[config.mk]
export PLATFORM = sky130hd
export DESIGN_NAME = rbcm_top
export DESIGN_NICKNAME = d
export VERILOG_FILES = /design/src/design/rbcm_pkg.sv /design/src/design/rbcm_top.sv
export SDC_FILE = /design/constraint.sdc
export NUM_CORES = 1
export LEC_CHECK = 0
export ABC_CLOCK_PERIOD_IN_PS = 2350
export BUFFER_PORTS_ARGS = -buffer_cell sky130_fd_sc_hd__clkbuf_2
export CAP_MARGIN = 20
export CORE_MARGIN = 2
export CORE_UTILIZATION = 57
export DETAILED_ROUTE_END_ITERATION = 7
export PLACE_DENSITY_LB_ADDON = 0.15
export RECOVER_POWER = 100
export SLEW_MARGIN = 20
export SYNTH_ARGS = -nofsm -noshare
export SYNTH_HDL_FRONTEND = slang
export SYNTH_SLANG_ARGS = --single-unit
[constraint.sdc]
create_clock -name pclk -period 2.35 [get_ports pclk]
set_input_delay 0.1175 -clock pclk [delete_from_list [all_inputs] [get_ports pclk]]
set_output_delay 0.1175 -clock pclk [all_outputs]
set_load 0.005 [all_outputs]
[src/design/rbcm_pkg.sv]
// Constants for the readback command mux: register map, command codes,
// field positions, reset values and input encodings.
// Assumes a 32-bit APB master and a motion core that supplies live values.
//
// Overview of operation
// [RULE_01] Code 33h loads present ramp-up or ramp-down rate, 4 bytes.
// [RULE_02] Present ramp rate reads zero while no driving is in progress.
// [RULE_03] Linear constant-speed portion returns the programmed ramp-up rate.
// [RULE_04] Host ignores ramp-rate readback in S-curve constant-speed portion.
// [RULE_05] Codes 34h to 37h return general stores 0 to 3, signed 4 bytes.
// [RULE_06] Store readback shows the value a synchronous action last saved.
// [RULE_07] Code 38h returns running timer in microseconds, zero when stopped.
// [RULE_08] Codes 3Dh to 3Fh return config words one to three, 2 bytes.
// [RULE_09] Every 2-byte readback forces the high read-data register to zero.
// [RULE_10] Bus reads of config write registers never return their contents.
// [RULE_11] Code 40h returns the store-mode word last set by command 20h.
// [RULE_12] Codes 41h and 42h return pin-function words set by 21h, 22h.
// [RULE_13] Code 43h returns ramp-up rate last set by command 02h.
// [RULE_14] Ramp-up rate readback shows a value copied in from store 3.
// [RULE_15] Code 44h returns start velocity last set by command 04h.
// [RULE_16] Start velocity readback shows a value copied in from store 2.
// [RULE_17] Code 45h returns cruise velocity from command 05h or a store load.
// [RULE_18] Code 46h returns signed target count from 06h or a store load.
// [RULE_19] Command write loads 2-byte results low, 4-byte ones across both.
// [RULE_20] All readback values are binary, negatives in two's complement.
// [RULE_21] Host waits before reading the read-data registers after a command.
// [RULE_22] Low 16 bits go low, high 16 bits go high, both updated together.

`default_nettype none

package rbcm_pkg;

   // -------------------------------------------------------------
   // Register map (byte addresses)
   // -------------------------------------------------------------
   localparam int ADDR_W = 8;
   localparam logic [7:0] A_COMMAND = 8'h00;
   localparam logic [7:0] A_DATA = 8'h04;
   localparam logic [7:0] A_CFG1 = 8'h08;
   localparam logic [7:0] A_CFG2 = 8'h0C;
   localparam logic [7:0] A_CFG3 = 8'h10;
   localparam logic [7:0] A_RD_LOW = 8'h14;
   localparam logic [7:0] A_RD_HIGH = 8'h18;

   // -------------------------------------------------------------
   // Command codes and field positions
   // -------------------------------------------------------------
   localparam int CODE_MSB = 7;
   localparam int HALF_W = 16;
   localparam logic [7:0] C_SET_RAMP = 8'h02;
   localparam logic [7:0] C_SET_START = 8'h04;
   localparam logic [7:0] C_SET_SPEED = 8'h05;
   localparam logic [7:0] C_SET_TARGET = 8'h06;
   localparam logic [7:0] C_SET_SMODE = 8'h20;
   localparam logic [7:0] C_SET_PIN1 = 8'h21;
   localparam logic [7:0] C_SET_PIN2 = 8'h22;
   localparam logic [7:0] C_RD_RATE = 8'h33;
   localparam logic [7:0] C_RD_STORE0 = 8'h34;
   localparam logic [7:0] C_RD_STORE1 = 8'h35;
   localparam logic [7:0] C_RD_STORE2 = 8'h36;
   localparam logic [7:0] C_RD_STORE3 = 8'h37;
   localparam logic [7:0] C_RD_TIMER = 8'h38;
   localparam logic [7:0] C_RD_CFG1 = 8'h3D;
   localparam logic [7:0] C_RD_CFG2 = 8'h3E;
   localparam logic [7:0] C_RD_CFG3 = 8'h3F;
   localparam logic [7:0] C_RD_SMODE = 8'h40;
   localparam logic [7:0] C_RD_PIN1 = 8'h41;
   localparam logic [7:0] C_RD_PIN2 = 8'h42;
   localparam logic [7:0] C_RD_RAMP = 8'h43;
   localparam logic [7:0] C_RD_START = 8'h44;
   localparam logic [7:0] C_RD_SPEED = 8'h45;
   localparam logic [7:0] C_RD_TARGET = 8'h46;

   // -------------------------------------------------------------
   // Input encodings and reset values
   // -------------------------------------------------------------
   localparam logic [2:0] PH_ACCEL = 3'h1;
   localparam logic [2:0] PH_CONST = 3'h2;
   localparam logic [2:0] PH_DECEL = 3'h4;
   localparam logic [1:0] LD_SPEED = 2'h0;
   localparam logic [1:0] LD_TARGET = 2'h1;
   localparam logic [1:0] LD_START = 2'h2;
   localparam logic [1:0] LD_RAMP = 2'h3;
   localparam logic [31:0] RST_WORD = 32'h0000_0000;
   localparam logic [15:0] RST_HALF = 16'h0000;

endpackage

`default_nettype wire

[src/design/rbcm_top.sv]
// Readback command mux: APB register slave, setting stores and the
// general stores, with the readback selector behind the command register.
// Assumes APB master on pclk and a motion core giving synchronous levels.
//
// Local design decisions: the placing of the registers and register access over APB.

`timescale 1ns/1ps
`default_nettype none

module rbcm_top #(
   parameter int DATA_W = 32,
   parameter int STORE_N = 4
) (
   // Clock and reset
   input wire logic pclk,
   input wire logic presetn,
   // APB slave
   input wire logic [7:0] paddr,
   input wire logic psel,
   input wire logic penable,
   input wire logic pwrite,
   input wire logic [31:0] pwdata,
   output logic [31:0] prdata,
   output logic pready,
   output logic pslverr,
   // Live values from the motion core
   input wire logic drive_active,
   input wire logic [2:0] ramp_phase,
   input wire logic s_curve_mode,
   input wire logic [31:0] present_ramp_rate,
   input wire logic [31:0] running_timer_value,
   // Synchronous actions
   input wire logic [3:0] sync_save_valid,
   input wire logic [31:0] sync_save_value,
   input wire logic sync_load_valid,
   input wire logic [1:0] sync_load_kind,
   input wire logic [1:0] sync_load_src,
   // Settings towards the motion core
   output logic [31:0] ramp_up_rate,
   output logic [31:0] start_velocity,
   output logic [31:0] cruise_velocity,
   output logic [31:0] target_pulse_count,
   output logic [15:0] config_write_one,
   output logic [15:0] config_write_two,
   output logic [15:0] config_write_three,
   output logic [15:0] store_mode_config,
   output logic [15:0] pin_function_config_one,
   output logic [15:0] pin_function_config_two
);

   // ----------------------------------------------------------------
   // Parameter check
   // ----------------------------------------------------------------
   // The code map fixes four stores and 32-bit words
   if (DATA_W != 32 || STORE_N != 4) begin : g_bad_param
      $error("rbcm_top supports only DATA_W 32 and STORE_N 4");
   end

   // ----------------------------------------------------------------
   // State
   // ----------------------------------------------------------------
   typedef struct packed {
      logic [3:0][31:0] store;
      logic [31:0] ramp;
      logic [31:0] start;
      logic [31:0] speed;
      logic [31:0] target;
      logic [31:0] data_write;
      logic [15:0] cfg1;
      logic [15:0] cfg2;
      logic [15:0] cfg3;
      logic [15:0] smode;
      logic [15:0] pin1;
      logic [15:0] pin2;
      logic [15:0] rd_low;
      logic [15:0] rd_high;
      logic [31:0] prdata;
      logic pready;
      logic pslverr;
   } rbcm_state_s;

   rbcm_state_s r;
   rbcm_state_s next_r;

   // ----------------------------------------------------------------
   // Decoders
   // ----------------------------------------------------------------
   // Codes whose result is a single 16-bit word
   function automatic logic is_two_byte(input logic [7:0] code);
      is_two_byte = (code >= rbcm_pkg::C_RD_CFG1) &&
                    (code <= rbcm_pkg::C_RD_PIN2);
   endfunction

   function automatic logic addr_ok(input logic [7:0] a);
      addr_ok = (a == rbcm_pkg::A_COMMAND) || (a == rbcm_pkg::A_DATA) ||
                (a == rbcm_pkg::A_CFG1) || (a == rbcm_pkg::A_CFG2) ||
                (a == rbcm_pkg::A_CFG3) || (a == rbcm_pkg::A_RD_LOW) ||
                (a == rbcm_pkg::A_RD_HIGH);
   endfunction

   logic setup;
   logic done;
   logic cmd_fire;
   logic [7:0] code;
   assign setup = psel & ~penable;
   assign done = psel & penable & r.pready;
   assign cmd_fire = done & pwrite & ~r.pslverr &
                     (paddr == rbcm_pkg::A_COMMAND);
   assign code = pwdata[rbcm_pkg::CODE_MSB:0];

   // ----------------------------------------------------------------
   // Readback selector
   // ----------------------------------------------------------------
   // Settings and stores are taken from the registered state, so a result always
   // reflects settings as they stood before the command edge
   logic [31:0] rate_now;
   logic [31:0] rb;
   logic rb_hit;

   always_comb begin
      if (!drive_active) begin
         rate_now = rbcm_pkg::RST_WORD; // RULE_02
      end else if (ramp_phase == rbcm_pkg::PH_ACCEL ||
                   ramp_phase == rbcm_pkg::PH_DECEL) begin
         rate_now = present_ramp_rate; // RULE_01
      end else if (!s_curve_mode) begin
         rate_now = r.ramp; // RULE_03
      end else begin
         // Meaningless in the S-curve cruise; passed through as is
         rate_now = present_ramp_rate;
      end
   end

   always_comb begin
      rb = rbcm_pkg::RST_WORD;
      rb_hit = 1'b1;
      unique case (code)
         rbcm_pkg::C_RD_RATE: rb = rate_now; // RULE_01
         rbcm_pkg::C_RD_STORE0: rb = r.store[0]; // RULE_05
         rbcm_pkg::C_RD_STORE1: rb = r.store[1]; // RULE_05
         rbcm_pkg::C_RD_STORE2: rb = r.store[2]; // RULE_05
         rbcm_pkg::C_RD_STORE3: rb = r.store[3]; // RULE_05
         rbcm_pkg::C_RD_TIMER: begin
            rb = drive_active ? running_timer_value :
                 rbcm_pkg::RST_WORD; // RULE_07
         end
         rbcm_pkg::C_RD_CFG1: rb = {rbcm_pkg::RST_HALF, r.cfg1}; // RULE_08
         rbcm_pkg::C_RD_CFG2: rb = {rbcm_pkg::RST_HALF, r.cfg2}; // RULE_08
         rbcm_pkg::C_RD_CFG3: rb = {rbcm_pkg::RST_HALF, r.cfg3}; // RULE_08
         rbcm_pkg::C_RD_SMODE: rb = {rbcm_pkg::RST_HALF, r.smode}; // RULE_11
         rbcm_pkg::C_RD_PIN1: rb = {rbcm_pkg::RST_HALF, r.pin1}; // RULE_12
         rbcm_pkg::C_RD_PIN2: rb = {rbcm_pkg::RST_HALF, r.pin2}; // RULE_12
         rbcm_pkg::C_RD_RAMP: rb = r.ramp; // RULE_13
         rbcm_pkg::C_RD_START: rb = r.start; // RULE_15
         rbcm_pkg::C_RD_SPEED: rb = r.speed; // RULE_17
         rbcm_pkg::C_RD_TARGET: rb = r.target; // RULE_18 RULE_20
         default: rb_hit = 1'b0;
      endcase
   end

   // ----------------------------------------------------------------
   // Next-state logic
   // ----------------------------------------------------------------
   logic [31:0] bus_rd;

   always_comb begin
      // Write-only locations answer zero so their contents stay hidden
      unique case (paddr)
         rbcm_pkg::A_DATA: bus_rd = r.data_write;
         rbcm_pkg::A_RD_LOW: bus_rd = {rbcm_pkg::RST_HALF, r.rd_low};
         rbcm_pkg::A_RD_HIGH: bus_rd = {rbcm_pkg::RST_HALF, r.rd_high};
         default: bus_rd = rbcm_pkg::RST_WORD; // RULE_10
      endcase
   end

   always_comb begin
      next_r = r;
      next_r.pready = 1'b0;
      next_r.pslverr = 1'b0;
      // One fixed wait-free answer: ready rises in the access cycle
      if (setup) begin
         next_r.pready = 1'b1;
         next_r.pslverr = ~addr_ok(paddr);
         next_r.prdata = pwrite ? rbcm_pkg::RST_WORD : bus_rd;
      end
      if (done && pwrite && !r.pslverr) begin
         unique case (paddr)
            rbcm_pkg::A_DATA: next_r.data_write = pwdata;
            rbcm_pkg::A_CFG1: next_r.cfg1 = pwdata[15:0];
            rbcm_pkg::A_CFG2: next_r.cfg2 = pwdata[15:0];
            rbcm_pkg::A_CFG3: next_r.cfg3 = pwdata[15:0];
            default: ;
         endcase
      end
      // Setting commands take their value from the data register
      if (cmd_fire) begin
         unique case (code)
            rbcm_pkg::C_SET_RAMP: next_r.ramp = r.data_write; // RULE_13
            rbcm_pkg::C_SET_START: next_r.start = r.data_write; // RULE_15
            rbcm_pkg::C_SET_SPEED: next_r.speed = r.data_write; // RULE_17
            rbcm_pkg::C_SET_TARGET: next_r.target = r.data_write; // RULE_18
            rbcm_pkg::C_SET_SMODE: begin
               next_r.smode = r.data_write[15:0]; // RULE_11
            end
            rbcm_pkg::C_SET_PIN1: next_r.pin1 = r.data_write[15:0]; // RULE_12
            rbcm_pkg::C_SET_PIN2: next_r.pin2 = r.data_write[15:0]; // RULE_12
            default: ;
         endcase
         // Both halves move on one edge so a reader never sees a mix
         if (rb_hit) begin
            next_r.rd_low = rb[rbcm_pkg::HALF_W-1:0]; // RULE_19 RULE_22
            next_r.rd_high = is_two_byte(code) ? rbcm_pkg::RST_HALF :
                             rb[31:rbcm_pkg::HALF_W]; // RULE_09 RULE_22
         end
      end
      // Synchronous saves into the stores
      for (int i = 0; i < 4; i++) begin
         if (sync_save_valid[i]) begin
            next_r.store[i] = sync_save_value; // RULE_06
         end
      end
      // A store load beats a host setting on the same edge
      if (sync_load_valid) begin
         unique case (sync_load_kind)
            rbcm_pkg::LD_SPEED: begin
               next_r.speed = r.store[sync_load_src]; // RULE_17
            end
            rbcm_pkg::LD_TARGET: begin
               next_r.target = r.store[sync_load_src]; // RULE_18
            end
            rbcm_pkg::LD_START: next_r.start = r.store[2]; // RULE_16
            rbcm_pkg::LD_RAMP: next_r.ramp = r.store[3]; // RULE_14
         endcase
      end
   end

   // ----------------------------------------------------------------
   // State register
   // ----------------------------------------------------------------
   always_ff @(posedge pclk or negedge presetn) begin
      if (!presetn) begin
         r <= '0;
      end else begin
         r <= next_r;
      end
   end

   // Outputs straight from the state flops
   assign prdata = r.prdata;
   assign pready = r.pready;
   assign pslverr = r.pslverr;
   assign ramp_up_rate = r.ramp;
   assign start_velocity = r.start;
   assign cruise_velocity = r.speed;
   assign target_pulse_count = r.target;
   assign config_write_one = r.cfg1;
   assign config_write_two = r.cfg2;
   assign config_write_three = r.cfg3;
   assign store_mode_config = r.smode;
   assign pin_function_config_one = r.pin1;
   assign pin_function_config_two = r.pin2;
endmodule

`default_nettype wire

Word level (Yosys, flattened, before mapping)
Index checks and enable logic that the tools add are counted.
Widths: inputs -> output; s select.
Cells by class
  magnitude comparators: 3
  eq/ne operators: 34
  multiplexer cells: 22
  bitwise gates (word level): 9
  reductions and logical operators: 22
Operator list (count)
  $pmux 32 s16: 1
  $mux 32: 14
  $mux 128: 2
  $eq 8x6->1 const B: 12
  $pmux 32 s3: 1
  $bmux 32 s2: 1
  $eq 8x7->1 const B: 7
  $eq 8x3->1 const B: 4
  $eq 8x5->1 const B: 3
  $eq 8x4->1 const B: 2
  $mux 16: 1
  $reduce_and 2->1: 8
  $reduce_or 16->1: 1
  $eq 8x2->1 const B: 1
  $ge 8x6->1 const B: 1
  $le 8x7->1 const B: 1
  $logic_not 8->1: 1
  $logic_or 1x1->1: 7
  $and 1x1->1: 6
  $eq 2x2->1 const B: 2
  $eq 3x1->1 const B: 1
  $eq 3x3->1 const B: 1
  $logic_and 1x1->1: 3
  $lt 2x3->1 const B: 1
  6 further kinds: 8
Storage, ports and cells
  flip-flop bits (word level): 450
  output and inout bits: 258
  word-level logic and storage cells: 110

Longest topological paths before layout
  word-level depth: 9
  mapped depth: 10
  mapped depth without buffers: 6

Least setup slack after synthesis
OpenSTA, ideal clock, no wires.
  kind: flip-flop to flip-flop
  start: register r, in the netlist pslverr
  end: register r, in the netlist store_mode_config[10]
  setup time: 127 ps
  data arrival time: 1920 ps
  path slack: 302 ps
  stages on the path, launching flop included: 8
  path buffers: 1
  clock period less this slack: 2048 ps
  cell sequence: dfrtp_1 and4b_1 and2_1 nand3_1 nor2_1 nand4_1 clkbuf_1 mux2_1
Between the ends
  longest elaborated chain between the ends: 4
Ends and longest elaborated chain
  start, declared: line rbcm_top.sv:82  | rbcm_state_s r;
  start signal, assigned: line rbcm_top.sv:244  | r <= next_r;
  $not 1->1: line rbcm_top.sv:107  | assign cmd_fire = done & pwrite & ~r.pslverr &
  $and 1x1->1 (2 in series): line rbcm_top.sv:107
  $reduce_and 2->1 (no source line)
Every way passes these cells.
A chain may end at the register's enable or synchronous reset.

==> run metrics <==
CP Data Arrival Time between 2 and 3 ns; Worst setup EP type flop; Syn Nets 2543; buffer depth of the longest clock path 3; setup repair after global routing missed its margin true; adder-cell share of the synthesized area 0; core area around 43000 um2; DIE HEIGHT 212 um; vias per cell 6.63; mux contribution to synthesized area 0.194; Global Route Usage Sum 0.430; vias in the first global route between 20k and 25k; relative slew slack 0.0827; CP max FO 8; complex-gate fraction of the synthesized area 0.122; Worst setup SP type flop; TritonCTS clock tree built; layout cell share with drive strength beyond 1 0.272; post-synthesis sequential area ratio 0.457; die area approximately 45000 um2; initial antenna violation count 2; failing checks DRC, setup timing; total of max-cap violations 0; root buf cell clkbuf_16; ys flop type dfrtp_1; fin crit period 2.44 ns; fmax approximately 410 MHz; CP Launch Point pslverr; DP HPWL approximately 70000 um; Starting Density 0.575; first-pass GRT wire length about 140000 um; Final nets around 2.8k; GRT Residual Overflow 0; clk_lat worst skew 0.61 ns; worst r2r src pslverr; area share of xor/xnor cells in the synthesized design 0.000355; Synth Register Bits 450; Port-buffer cells about 410; worst hold path startpoint running_timer_value[20]; Post-Syn Instances between 2k and 2.5k; post-route ant nets 0; pwr dens between 700 and 800 nW/um2; Req. time, crit path 2.87 ns; Unique masters post-synth 65; Yosys warnings 0; Clock Sinks 450; Final WS setup -0.0882 ns; period utilization 1.04; RD Place Congestion around 1; WHS slightly below 0.008 ns; Mean Syn Cell Area just over 10 um2; hold crit path type in2reg; ys async rst share 1.00; outcome complete, but fails checks; clock-pin slew on the worst setup and hold paths roughly 0.06 ns; DIE WIDTH between 200 and 250 um; DR WL/cell roughly 30 um; Clock Skews roughly 0.045 ns; Worst Setup Path Type reg2reg; Hold Violations, Final 0; Leakage around 0.013 uW; Tightest Pin Transition between 1 and 1.5 ns; Mapped Area approximately 25000 um2; number of CTS-inserted buffers between 40 and 50; final count of negative-setup-slack endpoints 29; number of DRC markers in iteration 0 3435; EDFF count, synth 0; Simple-Gate Fraction of Synth Area 0.115; pin count of the biggest net entering global routing 89; peak supply drop 635 uV; Top Ports ~410; Area Growth Syn to Fin 15.3%; # rows between 70 and 80; first drt pass iteration count 8; DR vias 21.7k; H-tree level count 2; total length of routed wires between 90000 and 100000 um; Slew Limit Fails 0; Residual DRC 3; main combinational cell family by area after synthesis multiplexers; Final Core Density 0.663
==> cell type report <==
cell class                      count  area (um2)
Antenna cell                        1        2.50
Clock buffer                       74        1460
Clock inverter                     15         170
Fill cell                        3568       14500
Inverter                            4        15.0
Multi-Input combinational cell   1487       10700
Sequential cell                   450       11300
Tap cell                          585         732
Timing Repair Buffer              648        4040
==> what timing repair did <==
| action | in CTS | in global routing |
|---|---|---|
| hold buffers | 71 | 0 |
| gates resized for setup | 0 | 16 |
| buffers inserted | 0 | 3 |
| hold endpoints to repair | 256 | 0 |
| setup endpoints to repair | 0 | 73 |
==> sequential cells by signal, summed over array words and instances, names as in the netlist <==
name                     flops
target_pulse_count          32
store_mode_config           16
config_write_three          16
cruise_velocity             32
ramp_up_rate                32
pin_function_config_one     16
config_write_one            16
pslverr                      1
r                          192
prdata                      32
pready                       1
config_write_two            16
pin_function_config_two     16
start_velocity              32
==> synth_stat cells (5+ instances only) <==
cell type    n  area [um2]
dfrtp_1    450       11300
nand2_1    314        1180
buf_4      257        1930
nor2_1     219         822
mux2_2     171        1930
a31oi_1    135         845
clkbuf_1   114         428
mux2_1      99        1110
mux2i_1     94         941
buf_2       53         265
o21ai_0     40         200
a21oi_1     36         180
mux4_2      36         811
a22oi_1     31         233
a22o_1      30         263
o22ai_1     28         175
a222oi_1    27         270
o21ai_1     22         110
buf_1       20        75.1
a32oi_1     19         166
nor3_1      19        95.1
nand3_1     17        85.1
a221oi_1    12         105
o21ai_2     11        96.3
nand2_2     10        62.6
and3_1       9        56.3
nor2b_1      9        56.3
a211oi_1     8        60.1
o2bb2ai_1    8        70.1
nand3b_1     6        45.0
nor3b_1      6        45.0
nor4_1       6        37.5
nand2b_1     5        31.3
nand4_1      5        31.3
nor3_2       5        50.1
o22a_1       5        43.8
o32ai_1      5        43.8
==> logic make-up (layout without fill, tap and decap cells) <==
family	Yosys count	in the layout
AO/OA/AOI/OAI	432	432
other	0	1
multiplexers	400	400
buffers and inverters	451	741
XOR/XNOR	1	1
flip-flops	450	450
AND/OR/NAND/NOR	654	654
==> cell usage in the layout, fill, tap and decap left out, drive strengths merged, types with 7 or more instances in the layout <==
cell type	n
nor3	24
mux4	36
o22ai	28
a222oi	27
a211oi	8
dlygate4sd3	71
buf	135
mux2	270
nand3	17
a21oi	36
a31oi	135
nor2b	9
clkinv	9
a22oi	31
clkbuf	516
a22o	30
dfrtp	450
a32oi	19
nor2	219
a221oi	12
o21ai	73
nand2	324
and3	9
nor4	7
mux2i	94
o2bb2ai	8
==> where the power goes <==
group          switching, uW  total, uW  internal, uW
clock                   3280       7880          4600
combinational           1610       2960          1350
sequential               969       9380          8420
total                   5860      20200         14400
==> per-layer routing <==
metal,GRT usage,routed length [um],up-vias
met2,0.645,43000,1712
met5,0,9,-
li1,-,-,8799
met4,0.180,4760,2
met3,0.115,12500,306
met1,0.593,37400,10800
==> critical path, cell delays in order, from the launching register on <==
cell and delay (ns):
dfrtp_1 0.37, and4b_1 0.25, nand4_1 0.25, buf_6 0.23, or3_4 0.39, nor3_4 0.25, buf_4 0.18, buf_6 0.20
nand2_1 0.07, a31oi_1 0.19
==> through the flow <==
stage | power (uW) | setup TNS, ns | instance area, um2 | cells | setup WS [ns]
5_1_grt | 20800 | -2.49 | 28400 | 3264 | -0.0938
3_3_place_gp | 12300 | -0.682 | 26400 | 3097 | -0.0550
3_5_place_dp | 12400 | -2.95 | 26400 | 3097 | -0.0740
2_1_floorplan | 11100 | 0 | 24700 | 2388 | 0.302
4_1_cts | 20200 | 0 | 28700 | 3257 | 0.0252
6_report | 20200 | -1.25 | 28400 | 3264 | -0.0882
==> worst paths after layout <==
path,slack [ns],endpoint,depth (start not counted)
setup reg to reg,-0.09,target_pulse_count[28],9
max in group asynchronous,0.31,r[426],3
hold / removal,0.008,r[38],4
setup / recovery,-0.09,target_pulse_count[28],9
hold reg to reg,0.49,prdata[2],2
min in group asynchronous,0.42,pready,2
Power figures use the tool's default switching activity.
